==> src/rtw_pkg.sv <==
// Package with register map, field layout and constants of the reload and wake-up timers.
package rtw_pkg;
	// Register offsets.
	localparam logic [7:0] ADDR_T3_CONFIG = 8'h1e;
	localparam logic [7:0] ADDR_T3_RELOAD_HIGH = 8'h1f;
	localparam logic [7:0] ADDR_T3_RELOAD_LOW = 8'h20;
	localparam logic [7:0] ADDR_T3_COUNT_HIGH = 8'h21;
	localparam logic [7:0] ADDR_T3_COUNT_LOW = 8'h22;
	localparam logic [7:0] ADDR_WAKE_CONTROL = 8'h23;
	localparam logic [7:0] ADDR_WAKE_RELOAD_HIGH = 8'h24;
	localparam logic [7:0] ADDR_WAKE_RELOAD_LOW = 8'h25;
	localparam logic [7:0] ADDR_WAKE_COUNT_HIGH = 8'h26;
	localparam logic [7:0] ADDR_WAKE_COUNT_LOW = 8'h27;
	localparam logic [7:0] ADDR_DETECT_CONFIG = 8'h30;
	localparam logic [7:0] ADDR_EVENT_STATUS = 8'h31;
	// Wake-up timer control fields.
	localparam int CTL_ACTIVE = 7;
	localparam int CTL_RUN_CHANGE = 6;
	localparam int CTL_AUTO_TRIM = 5;
	localparam int CTL_AUTO_DETECT = 4;
	localparam int CTL_AUTO_RELOAD = 3;
	localparam int CTL_AUTO_WAKE = 2;
	localparam int CTL_CLK_MSB = 1;
	// Timer3 configuration fields.
	localparam int T3_MODE_MSB = 5;
	localparam int T3_MODE_LSB = 4;
	localparam logic [1:0] T3_MODE_AFTER_TX = 2'h1;
	// Detection configuration and status fields.
	localparam int DET_STAY_ACTIVE = 0;
	localparam int DET_POWER_DOWN = 1;
	localparam int STAT_WAKE_IRQ = 0;
	localparam int STAT_CARD_IRQ = 1;
	// Clock divider selections for the wake-up timer.
	localparam logic [1:0] CLK_DIV1 = 2'h0;
	localparam logic [1:0] CLK_DIV8 = 2'h1;
	localparam logic [1:0] CLK_DIV16 = 2'h2;
	localparam logic [4:0] DIV8_MASK = 5'h07;
	localparam logic [4:0] DIV16_MASK = 5'h0f;
	localparam logic [4:0] DIV32_MASK = 5'h1f;
	// Reset values.
	localparam logic [7:0] RESET_BYTE = 8'h00;
	localparam logic [15:0] RESET_WORD = 16'h0000;
	// Register bus request.
	typedef struct packed {
		logic rd;
		logic wr;
		logic [7:0] addr;
		logic [7:0] wdata;
	} rtw_bus_req_t;
	// Detection sequence states, Gray coded.
	typedef enum logic [1:0] {
		DET_IDLE = 2'b00,
		DET_FIELD = 2'b01,
		DET_DECIDE = 2'b11
	} rtw_det_state_t;
endpackage

==> src/rtw_timers.sv <==
// Reload timer three and wake-up timer four with their register port.
//
// Our own choice: the plain strobed port.
`timescale 1ns/1ns
`default_nettype none
// Summary of operation
// - Timer3 reload is two bytes, copied into the counter at each start event.
// - Reload writes leave a running count alone until the next start.
// - Timer3 live count reads back as two read-only bytes.
// - Wake-up timer wakes system after its interval and can launch detection.
// - Control bit 7 shows whether the wake-up timer counts.
// - Bit 7 changes on write only with bit 6 set; that starts or stops.
// - Bit 5 starts oscillator trimming at each wake-up underflow.
// - Bit 4 launches a card detection sequence at each underflow.
// - Card found raises interrupt and stays active when configured.
// - No card found enters power-down when enabled and bit 2 is set.
// - During auto detection the wake-up timer reloads with no gap.
// - Timer3 sets how long the RF field is on during detection.
// - Bit 3 set reloads after zero; with bits 3 and 4 both clear it counts to zero and stops.
// - Wake-up underflow sets the wake-up interrupt flag.
// - Bit 2 set wakes the device at wake-up underflow.
// - Bits 1..0 pick oscillator clock undivided, /8, /16 or /32.
// - Start mode 01 starts timer3 at end of transmission.
// - Wake-up reload is two bytes loaded at a start event and at underflow with bit 3 or 4 set.
module rtw_timers (
	input wire logic clock_in,
	input wire logic arst_n_in,
	input wire rtw_pkg::rtw_bus_req_t bus_req_in,
	output logic [7:0] rdata_out,
	input wire logic low_freq_osc_in,
	input wire logic tx_end_in,
	input wire logic card_present_in,
	output logic rf_field_on_out,
	output logic trim_start_out,
	output logic wake_out,
	output logic power_down_out,
	output logic card_irq_out
);
	import rtw_pkg::*;

	////////////////////////////////////////////////////////////////////////
	// Reset release and input synchronisers.
	logic [1:0] rst_sync;
	logic rst_n;
	logic lfo_meta;
	logic lfo_sync;
	logic lfo_prev;
	logic card_meta;
	logic card_sync;

	// Reset is asserted at once and released after two clock edges.
	always_ff @(posedge clock_in or negedge arst_n_in) begin
		if (!arst_n_in) begin
			rst_sync <= 2'h0;
		end else begin
			rst_sync <= {rst_sync[0], 1'b1};
		end
	end
	assign rst_n = rst_sync[1];

	// Oscillator and card detect levels come from outside this clock.
	always_ff @(posedge clock_in or negedge rst_n) begin
		if (!rst_n) begin
			lfo_meta <= 1'b0;
			lfo_sync <= 1'b0;
			lfo_prev <= 1'b0;
			card_meta <= 1'b0;
			card_sync <= 1'b0;
		end else begin
			lfo_meta <= low_freq_osc_in;
			lfo_sync <= lfo_meta;
			lfo_prev <= lfo_sync;
			card_meta <= card_present_in;
			card_sync <= card_meta;
		end
	end

	////////////////////////////////////////////////////////////////////////
	// Registers.
	logic [7:0] t3_reload_high;
	logic [7:0] t3_reload_low;
	logic [1:0] t3_mode;
	logic [15:0] t3_count;
	logic t3_running;
	logic [7:0] wake_reload_high;
	logic [7:0] wake_reload_low;
	logic [15:0] wake_count;
	logic wake_active;
	logic [5:0] wake_ctl;
	logic [1:0] det_cfg;
	logic wake_irq_flag;
	logic card_irq_flag;
	logic [4:0] prescale;
	rtw_det_state_t det_state;
	rtw_det_state_t next_det_state;
	logic wr_ctl;
	logic lfo_edge;
	logic wake_tick;
	logic wake_under;
	logic t3_under;
	logic t3_start;
	logic det_launch;
	logic card_found;
	logic no_card;

	// Writes to the control word, oscillator edges and underflows.
	assign wr_ctl = bus_req_in.wr && (bus_req_in.addr == ADDR_WAKE_CONTROL);
	assign lfo_edge = lfo_sync && !lfo_prev;
	assign wake_tick = lfo_edge && div_hit(wake_ctl[CTL_CLK_MSB:0], prescale);
	assign wake_under = wake_active && wake_tick && (wake_count == RESET_WORD);
	assign t3_under = t3_running && (t3_count == RESET_WORD);
	assign det_launch = wake_under && wake_ctl[CTL_AUTO_DETECT];
	assign t3_start = det_launch || (tx_end_in && (t3_mode == T3_MODE_AFTER_TX));
	assign card_found = (det_state == DET_DECIDE) && card_sync;
	assign no_card = (det_state == DET_DECIDE) && !card_sync;

	// Tick decision from the oscillator prescaler and the clock selection.
	function automatic logic div_hit(input logic [1:0] sel, input logic [4:0] pre);
		logic [4:0] mask;
		mask = (sel == CLK_DIV8) ? DIV8_MASK : (sel == CLK_DIV16) ? DIV16_MASK : DIV32_MASK;
		div_hit = (sel == CLK_DIV1) || ((pre & mask) == mask);
	endfunction

	// Software-written configuration; reserved bits are never stored.
	always_ff @(posedge clock_in or negedge rst_n) begin
		if (!rst_n) begin
			t3_reload_high <= RESET_BYTE;
			t3_reload_low <= RESET_BYTE;
			t3_mode <= 2'h0;
			wake_reload_high <= RESET_BYTE;
			wake_reload_low <= RESET_BYTE;
			wake_ctl <= 6'h00;
			det_cfg <= 2'h0;
		end else if (bus_req_in.wr) begin
			unique case (bus_req_in.addr)
				ADDR_T3_RELOAD_HIGH: t3_reload_high <= bus_req_in.wdata;
				ADDR_T3_RELOAD_LOW: t3_reload_low <= bus_req_in.wdata;
				ADDR_T3_CONFIG: t3_mode <= bus_req_in.wdata[T3_MODE_MSB:T3_MODE_LSB];
				ADDR_WAKE_RELOAD_HIGH: wake_reload_high <= bus_req_in.wdata;
				ADDR_WAKE_RELOAD_LOW: wake_reload_low <= bus_req_in.wdata;
				ADDR_WAKE_CONTROL: wake_ctl <= bus_req_in.wdata[5:0];
				ADDR_DETECT_CONFIG: det_cfg <= bus_req_in.wdata[1:0];
				default: ;
			endcase
		end
	end

	////////////////////////////////////////////////////////////////////////
	// Wake-up timer.

	// Prescaler counts oscillator edges for the divided clocks.
	always_ff @(posedge clock_in or negedge rst_n) begin
		if (!rst_n) begin
			prescale <= 5'h00;
		end else if (wr_ctl && bus_req_in.wdata[CTL_RUN_CHANGE]) begin
			prescale <= 5'h00;
		end else if (lfo_edge) begin
			prescale <= prescale + 5'h01;
		end
	end

	// Run state: a run-change write wins over an underflow stop.
	always_ff @(posedge clock_in or negedge rst_n) begin
		if (!rst_n) begin
			wake_active <= 1'b0;
		end else if (wr_ctl && bus_req_in.wdata[CTL_RUN_CHANGE]) begin
			wake_active <= bus_req_in.wdata[CTL_ACTIVE];
		end else if (wake_under && !wake_ctl[CTL_AUTO_RELOAD] && !wake_ctl[CTL_AUTO_DETECT]) begin
			wake_active <= 1'b0;
		end
	end

	// Counter: loaded at start, reloaded after underflow when restarting.
	always_ff @(posedge clock_in or negedge rst_n) begin
		if (!rst_n) begin
			wake_count <= RESET_WORD;
		end else if (wr_ctl && bus_req_in.wdata[CTL_RUN_CHANGE] && bus_req_in.wdata[CTL_ACTIVE]) begin
			wake_count <= {wake_reload_high, wake_reload_low};
		end else if (wake_under) begin
			if (wake_ctl[CTL_AUTO_RELOAD] || wake_ctl[CTL_AUTO_DETECT]) begin
				wake_count <= {wake_reload_high, wake_reload_low};
			end
		end else if (wake_active && wake_tick) begin
			wake_count <= wake_count - 16'h0001;
		end
	end

	////////////////////////////////////////////////////////////////////////
	// Timer3, running on the system clock.

	// Start loads the reload word; underflow stops the count.
	always_ff @(posedge clock_in or negedge rst_n) begin
		if (!rst_n) begin
			t3_count <= RESET_WORD;
			t3_running <= 1'b0;
		end else if (t3_start) begin
			t3_count <= {t3_reload_high, t3_reload_low};
			t3_running <= 1'b1;
		end else if (t3_under) begin
			t3_running <= 1'b0;
		end else if (t3_running) begin
			t3_count <= t3_count - 16'h0001;
		end
	end

	////////////////////////////////////////////////////////////////////////
	// Card detection sequence.

	// Field stays on while timer3 runs, then the result is judged.
	always_comb begin
		next_det_state = det_state;
		unique case (det_state)
			DET_IDLE: if (det_launch) next_det_state = DET_FIELD;
			DET_FIELD: if (t3_under) next_det_state = DET_DECIDE;
			DET_DECIDE: next_det_state = DET_IDLE;
			default: next_det_state = DET_IDLE;
		endcase
	end

	always_ff @(posedge clock_in or negedge rst_n) begin
		if (!rst_n) begin
			det_state <= DET_IDLE;
		end else begin
			det_state <= next_det_state;
		end
	end

	// Field output follows the detection phase.
	always_ff @(posedge clock_in or negedge rst_n) begin
		if (!rst_n) begin
			rf_field_on_out <= 1'b0;
		end else begin
			rf_field_on_out <= (next_det_state == DET_FIELD);
		end
	end

	////////////////////////////////////////////////////////////////////////
	// System events.

	// One-cycle pulses for trimming, wake and card interrupt.
	always_ff @(posedge clock_in or negedge rst_n) begin
		if (!rst_n) begin
			trim_start_out <= 1'b0;
			wake_out <= 1'b0;
			card_irq_out <= 1'b0;
		end else begin
			trim_start_out <= wake_under && wake_ctl[CTL_AUTO_TRIM];
			wake_out <= wake_under && wake_ctl[CTL_AUTO_WAKE];
			card_irq_out <= card_found;
		end
	end

	// Power-down: entered on no card, left on wake or card found when kept.
	always_ff @(posedge clock_in or negedge rst_n) begin
		if (!rst_n) begin
			power_down_out <= 1'b0;
		end else if (wake_under && wake_ctl[CTL_AUTO_WAKE]) begin
			power_down_out <= 1'b0;
		end else if (card_found && det_cfg[DET_STAY_ACTIVE]) begin
			power_down_out <= 1'b0;
		end else if (no_card && det_cfg[DET_POWER_DOWN] && wake_ctl[CTL_AUTO_WAKE]) begin
			power_down_out <= 1'b1;
		end
	end

	// Sticky flags: a write of one clears, a new event in the same cycle wins.
	always_ff @(posedge clock_in or negedge rst_n) begin
		if (!rst_n) begin
			wake_irq_flag <= 1'b0;
			card_irq_flag <= 1'b0;
		end else begin
			if (wake_under) begin
				wake_irq_flag <= 1'b1;
			end else if (bus_req_in.wr && bus_req_in.addr == ADDR_EVENT_STATUS &&
				bus_req_in.wdata[STAT_WAKE_IRQ]) begin
				wake_irq_flag <= 1'b0;
			end
			if (card_found) begin
				card_irq_flag <= 1'b1;
			end else if (bus_req_in.wr && bus_req_in.addr == ADDR_EVENT_STATUS &&
				bus_req_in.wdata[STAT_CARD_IRQ]) begin
				card_irq_flag <= 1'b0;
			end
		end
	end

	////////////////////////////////////////////////////////////////////////
	// Read port: data stand only in the cycle after the strobe.
	always_ff @(posedge clock_in or negedge rst_n) begin
		if (!rst_n) begin
			rdata_out <= RESET_BYTE;
		end else if (bus_req_in.rd) begin
			unique case (bus_req_in.addr)
				ADDR_T3_CONFIG: rdata_out <= {2'h0, t3_mode, 4'h0};
				ADDR_T3_RELOAD_HIGH: rdata_out <= t3_reload_high;
				ADDR_T3_RELOAD_LOW: rdata_out <= t3_reload_low;
				ADDR_T3_COUNT_HIGH: rdata_out <= t3_count[15:8];
				ADDR_T3_COUNT_LOW: rdata_out <= t3_count[7:0];
				ADDR_WAKE_CONTROL: rdata_out <= {wake_active, 1'b0, wake_ctl};
				ADDR_WAKE_RELOAD_HIGH: rdata_out <= wake_reload_high;
				ADDR_WAKE_RELOAD_LOW: rdata_out <= wake_reload_low;
				ADDR_WAKE_COUNT_HIGH: rdata_out <= wake_count[15:8];
				ADDR_WAKE_COUNT_LOW: rdata_out <= wake_count[7:0];
				ADDR_DETECT_CONFIG: rdata_out <= {6'h00, det_cfg};
				ADDR_EVENT_STATUS: rdata_out <= {6'h00, card_irq_flag, wake_irq_flag};
				default: rdata_out <= RESET_BYTE;
			endcase
		end else begin
			rdata_out <= RESET_BYTE;
		end
	end
endmodule
`default_nettype wire

==> config.mk <==
export PLATFORM = sky130hd
export DESIGN_NAME = rtw_timers
export DESIGN_NICKNAME = d
export VERILOG_FILES = /design/src/rtw_pkg.sv /design/src/rtw_timers.sv
export SDC_FILE = /design/constraint.sdc
export NUM_CORES = 1
export LEC_CHECK = 0
export ABC_AREA = 0
export BUFFER_PORTS_ARGS = -buffer_cell sky130_fd_sc_hd__buf_2
export CAP_MARGIN = 30
export CORE_ASPECT_RATIO = 0.75
export CORE_MARGIN = 10
export CORE_UTILIZATION = 61
export CTS_CLUSTER_DIAMETER = 80
export DETAILED_ROUTE_END_ITERATION = 16
export GPL_TIMING_DRIVEN = 0
export PLACE_DENSITY = 0.79
export SYNTH_ARGS = -nofsm -noshare
export SYNTH_HDL_FRONTEND = slang
export SYNTH_SLANG_ARGS = --single-unit
==> constraint.sdc <==
create_clock -name clock_in -period 4.4 [get_ports clock_in]
set_input_delay 0.44 -clock clock_in [delete_from_list [all_inputs] [get_ports clock_in]]
set_output_delay 0.44 -clock clock_in [all_outputs]
set_load 0.03 [all_outputs]
[Yosys cells after proc, flatten, opt, wreduce, memory -nomap -nowiden]
Index checks and enable logic that the tools add are counted.
Operators by class
  add/subtract/negate cells: 3
  equality and inequality tests: 21
  mux-type cells: 27
  bitwise logic cells: 1
  reductions and logical operators: 50
Operators by type and width (number)
  16-bit 2-to-1 mux: 7
  8-bit case mux with 12 select lines: 1
  8-bit by 6-bit == test with 1-bit output (second input constant): 10
  16-bit logical NOT: 2
  16-bit by 1-bit subtractor with 16-bit output (second input constant): 2
  1-bit logical AND: 22
  5-bit 2-to-1 mux: 4
  2-bit AND reduction: 9
  8-bit by 5-bit == test with 1-bit output (second input constant): 2
  2-bit nonzero test: 6
  1-bit 2-to-1 mux: 11
  2-bit by 1-bit == test with 1-bit output (second input constant): 4
  8-bit 2-to-1 mux: 1
  3-bit nonzero test: 2
  5-bit by 1-bit adder with 5-bit output (second input constant): 1
  5-bit AND: 1
  5-bit == test: 1
  2-bit == test (second input constant): 2
  1-bit logical NOT: 4
  2-bit logical NOT: 2
  2-bit 2-to-1 mux: 2
  2-bit case mux with 2 select lines: 1
  1-bit logical OR: 3
  3-bit by 1-bit inequality test with 1-bit output (second input constant): 1
  2-bit by 1-bit inequality test with 1-bit output (second input constant): 1
Word-level totals
  flip-flop bits (word level): 105
  output and inout bits: 13

[Longest topological paths before layout]
  word-level depth: 13
  depth in mapped cells: 10
  gate-level depth less buffers: 7

[Worst setup path before layout]
No wires, ideal clock.
  path kind: register to register
  from: register wake_ctl[0]
  to: register t3_count[10]
  library setup time: 0.125 ns
  data arrival time: 2.258 ns
  required time: 4.275 ns
  setup slack: 2.017 ns
  stages on the path, launching flop included: 10
  buffers on the path: 2
  clock period less this slack: 2.383 ns
  path through: dfrtp_1 -> inv_1 -> ha_1 -> o211ai_1 -> a211oi_1 -> nand4_4 -> and2_4 -> buf_6 -> buf_8 -> mux2_4
Between the ends
  word-level cells in the longest chain between the ends: 13
RTL lines
  from (decl): RTL line rtw_timers.sv:89  | logic [5:0] wake_ctl;
  from (signal assigned): RTL line rtw_timers.sv:141  | ADDR_WAKE_CONTROL: wake_ctl <= bus_req_in.wdata[5:0];
  2-bit == test: RTL line rtw_timers.sv:120  | mask = (sel == CLK_DIV8) ? DIV8_MASK : (sel == CLK_DIV16) ? DIV16_MASK : DIV32_MASK;
  5-bit 2-to-1 mux (2 in series): RTL line rtw_timers.sv:120
  5-bit AND: RTL line rtw_timers.sv:121  | div_hit = (sel == CLK_DIV1) || ((pre & mask) == mask);
  5-bit == test: RTL line rtw_timers.sv:121
  1-bit logical OR *: RTL line rtw_timers.sv:121
  1-bit logical AND *: RTL line rtw_timers.sv:109  | assign wake_tick = lfo_edge && div_hit(wake_ctl[CTL_CLK_MSB:0], prescale);
  1-bit logical AND * (2 in series): RTL line rtw_timers.sv:110  | assign wake_under = wake_active && wake_tick && (wake_count == RESET_WORD);
  1-bit logical AND *: RTL line rtw_timers.sv:112  | assign det_launch = wake_under && wake_ctl[CTL_AUTO_DETECT];
  1-bit logical OR *: RTL line rtw_timers.sv:113  | assign t3_start = det_launch || (tx_end_in && (t3_mode == T3_MODE_AFTER_TX));
  2-bit by 1-bit inequality test with 1-bit output (no source line) or 2-bit nonzero test (tied branches)
  2-bit AND reduction (no source line)
  to (signal assigned): RTL line rtw_timers.sv:197  | t3_count <= {t3_reload_high, t3_reload_low};
  to (signal assigned): RTL line rtw_timers.sv:202  | t3_count <= t3_count - 16'h0001;
  to (decl): RTL line rtw_timers.sv:83  | logic [15:0] t3_count;
Every way passes the cells marked *; elsewhere a longest branch is shown, timed or not.
A chain may end at the register's enable or synchronous reset.

[Worst setup path in the final report]
  from: register wake_ctl[0]
  to: register wake_count[7]
Between the ends
  word-level cells in the longest chain between the ends: 11
RTL lines
  2-bit == test: RTL line rtw_timers.sv:120
  5-bit 2-to-1 mux (2 in series): RTL line rtw_timers.sv:120
  5-bit AND: RTL line rtw_timers.sv:121
  5-bit == test: RTL line rtw_timers.sv:121
  1-bit logical OR *: RTL line rtw_timers.sv:121
  1-bit logical AND *: RTL line rtw_timers.sv:109
  1-bit logical AND *: RTL line rtw_timers.sv:110, rtw_timers.sv:183
  1-bit logical AND: RTL line rtw_timers.sv:110
  3-bit by 1-bit inequality test with 1-bit output (no source line) (tied with other cells)
  2-bit AND reduction (no source line) or 16-bit 2-to-1 mux (tied branches)
  to (signal assigned): RTL line rtw_timers.sv:178  | wake_count <= {wake_reload_high, wake_reload_low};
  to (signal assigned): RTL line rtw_timers.sv:181  | wake_count <= {wake_reload_high, wake_reload_low};
  to (signal assigned): RTL line rtw_timers.sv:184  | wake_count <= wake_count - 16'h0001;
  to (decl): RTL line rtw_timers.sv:87  | logic [15:0] wake_count;
Marked as above.

==> results.yml <==
timing:
  slew_viol_final: 0
  fmax_ghz: 0.326
  slew_headroom_pct: 35.0
  layout_min_cycle_time_ps: 3070
  finalHoldViolCount: 0
  finClkSkew_ps: 7.66
  rsz0062_at_grt: "false"
  period_share_pct: 69.8
  tightestPinTransition_ps: 969
  setup_viol: 0
  tns_ps: 0
pwr:
  power.leakage_nw: 2.97
  vdd_ir_drop_max_mv: 0.242
  power_density_mw_per_mm2: 399
layout:
  layout.nets: 605
  area_delta_synth_final_pct: 11.3
  fin_cells: 709
  diodes: 0
  nFillCells: 707
  fin_area_mm2: 0.00634
  final_util_pct: 69.8
  drive_above_1_share_pct: 23.4
grt:
  grt_pass1_vias: 4553
  antenna_found_initial: 0
  grtUsageTotal_pct: 22.3
  grt_overflow_total: 0
  grt_start_max_net_pins: 53
  grt_pass1_wl_mm: 24.7
worst_setup_path:
  crit-reg2reg-launch: "wake_ctl[0]"
  reg2reg_to: "wake_count[7]"
  required_ps: 4660
  worstPathArrival_ps: 3330
  reg2reg_depth: 8
  path_depth: 8
  slowest_delay_ps: 830
  crit_path_cell_trace: "inv_1, ha_1, o211ai_1, a211oi_1, a21boi_2, clkbuf_1, o22ai_1, a22oi_1"
  critPathMaxFanout: 10
  worst-path-buf-inv: 2
  path_delay_family: "compound AO/OA/AOI/OAI gates"
  crit_slowest_cell: "a211oi_1"
  endpoint: "wake_count[7]"
  crit_start: "wake_ctl[0]"
  crit_type: "reg2reg"
  setup.worst_path.end_class: "flip-flop"
  cp-start-kind: "flip-flop"
  r2r_slack_ps: 1330
synthesis:
  synth.yosys.seq_area_share_pct: 46.1
  syn_avg_cell_area_um2: 10.7
  synth_area_mm2: 0.00570
  synth_cell_types: 67
  synth_ff_type: "dfrtp_1"
  ys_seq_elements: 105
  synthTopCellsByArea: "dfrtp_1 (46%), mux2_2 (11%), mux2i_1 (5.3%)"
  synth_top_area_share_pct: 46.1
  synth_largest_area_cell: "dfrtp_1"
  yosysWarnings: 0
  synth.most_common_cell: "dfrtp_1"
  async_flop_share_pct: 100
  synth_edf_count: 0
  postSynthCellCount: 530
  synth_common_cells: "dfrtp_1 (105), mux2_2 (55), nand2_1 (39), mux2i_1 (30), inv_1 (25)"
  syn_nets: 559
detailed_routing:
  wirelength_mm: 15.1
  via_count: 4644
  drtAntennaViolNets: 0
  via_per_inst: 6.55
  first_iter_violations: 750
  drc: 0
  wl_per_cell_um: 21.3
  first_pass_iters: 7
cts:
  htree_levels: 3
  cts.sinks: 105
  path_clk_slew_ps: 70
  clk_latency_ps: 350
  cts_buffers: 9
  cts_buffer_depth: 2
  cts_tree: "yes"
  postCtsSetupRepairBufs: 0
  cts-root-buf: "clkbuf_16"
  cts-resized-gates: 0
worst_hold_path:
  hold_path_class: "in2reg"
floorplan:
  num_rows: 30
  core_area_mm2: 0.00908
  die_w_um: 132
  num_io_pins: 36
  start_util_pct: 62.7
  die_area_mm2: 0.0136
  die_height_um: 104
place:
  hpwl_mm: 11.2
  port_buffers: 33
  place_inst: 692
  dpl_cell_area_mm2: 0.00605
  gp_congestion: 0.928
run:
  drv_cap: 0
status:
  status: "finished clean"
cell usage in the layout (no fill, tap or decap), types with 3 or more instances in the layout:
| master | n |
|---|---|
| mux2_4 | 4 |
| o22ai_1 | 16 |
| inv_6 | 4 |
| dfrtp_1 | 104 |
| and2_1 | 6 |
| ha_1 | 6 |
| nand2_1 | 39 |
| nand4_1 | 5 |
| mux2i_1 | 30 |
| or3_1 | 5 |
| xor2_1 | 3 |
| a22o_1 | 8 |
| clkbuf_1 | 18 |
| o21ai_0 | 13 |
| nor2_1 | 20 |
| mux4_2 | 3 |
| nand3_1 | 8 |
| a31oi_1 | 8 |
| xnor2_1 | 10 |
| mux2_2 | 55 |
| nor3_1 | 14 |
| nor4_1 | 12 |
| and3_1 | 8 |
| clkbuf_16 | 9 |
| buf_1 | 3 |
| nor2b_1 | 6 |
| a22oi_1 | 18 |
| buf_2 | 40 |
| o211ai_1 | 7 |
| or4_1 | 6 |
| inv_1 | 25 |
| a21oi_1 | 15 |
stage by stage:
stage / hold slack [ps] / setup WS, ps / total power [mW]
after CTS: 179 / 1430 / 2.53
final: 188 / 1330 / 2.53
after floorplan: 144 / 1260 / 1.60
after global routing: 177 / 1170 / 2.66
after global placement: 224 / 182 / 1.74
after detailed placement: 228 / 1400 / 1.77
flip-flops by register name (all words and copies together), names as in the netlist, 2 cells and up:
signal	count
det_state	2
t3_mode	2
det_cfg	2
prescale	5
wake_reload_low	8
t3_reload_high	8
wake_reload_high	8
wake_ctl	6
t3_reload_low	8
rst_sync	2
t3_count	16
wake_count	16
rdata_out	8
cell families (layout without fill, tap and decap cells):
family | after synthesis | count (layout) | synth area share, %
other cells | 1 | 1 | 0.0658
buf+inv | 55 | 106 | 4.17
compound gates | 108 | 108 | 13.2
simple gates | 150 | 150 | 14.7
mux | 92 | 92 | 18.4
xor+xnor | 13 | 13 | 2.00
flops | 105 | 105 | 46.1
fa+ha+maj | 6 | 6 | 1.32
area by class of cell:
cell class / instances / area [um^2] / area share [%]
plain buffers: 30 / 144 / 2.27
inverters: 25 / 93.8 / 1.48
flip-flops and latches: 105 / 2630 / 41.5
clock inverters: 6 / 47.5 / 0.750
clock buffers: 10 / 229 / 3.61
multi-input cells: 370 / 2830 / 44.7
repair buffers: 35 / 203 / 3.20
well taps: 128 / 160 / 2.53
where the power goes:
group | leakage (nW) | internal (mW) | total, mW | switching [mW]
Sequential | 1.32 | 1.09 | 1.25 | 0.162
Combinational | 1.52 | 0.243 | 0.516 | 0.272
Clock | 0.134 | 0.391 | 0.760 | 0.368
Total | 2.97 | 1.72 | 2.53 | 0.803
repair_timing:
action,in CTS,in global routing
hold endpoints to repair,2,0
hold buffers,1,0
endpoints found under the setup margin,0,0
worst min path at each step:
stage               cells past startpoint          end             from
detailed placement                      1  rst_sync[0]        arst_n_in
CTS                                     1     lfo_meta  low_freq_osc_in
floorplan                               0  rst_sync[0]        arst_n_in
global placement                        1  rst_sync[0]        arst_n_in
finish                                  1     lfo_meta  low_freq_osc_in
global route                            1    card_meta  card_present_in
routing by layer:
layer  GRT usage, %  part of all wire, %  up-vias
met4           6.66                  1.8        0
met1           32.2                   45     2276
met2           31.8                   43      273
met5              0                    0        -
met3           6.03                   11       27
li1               -                    -     2068
Power figures use the tool's default switching activity.
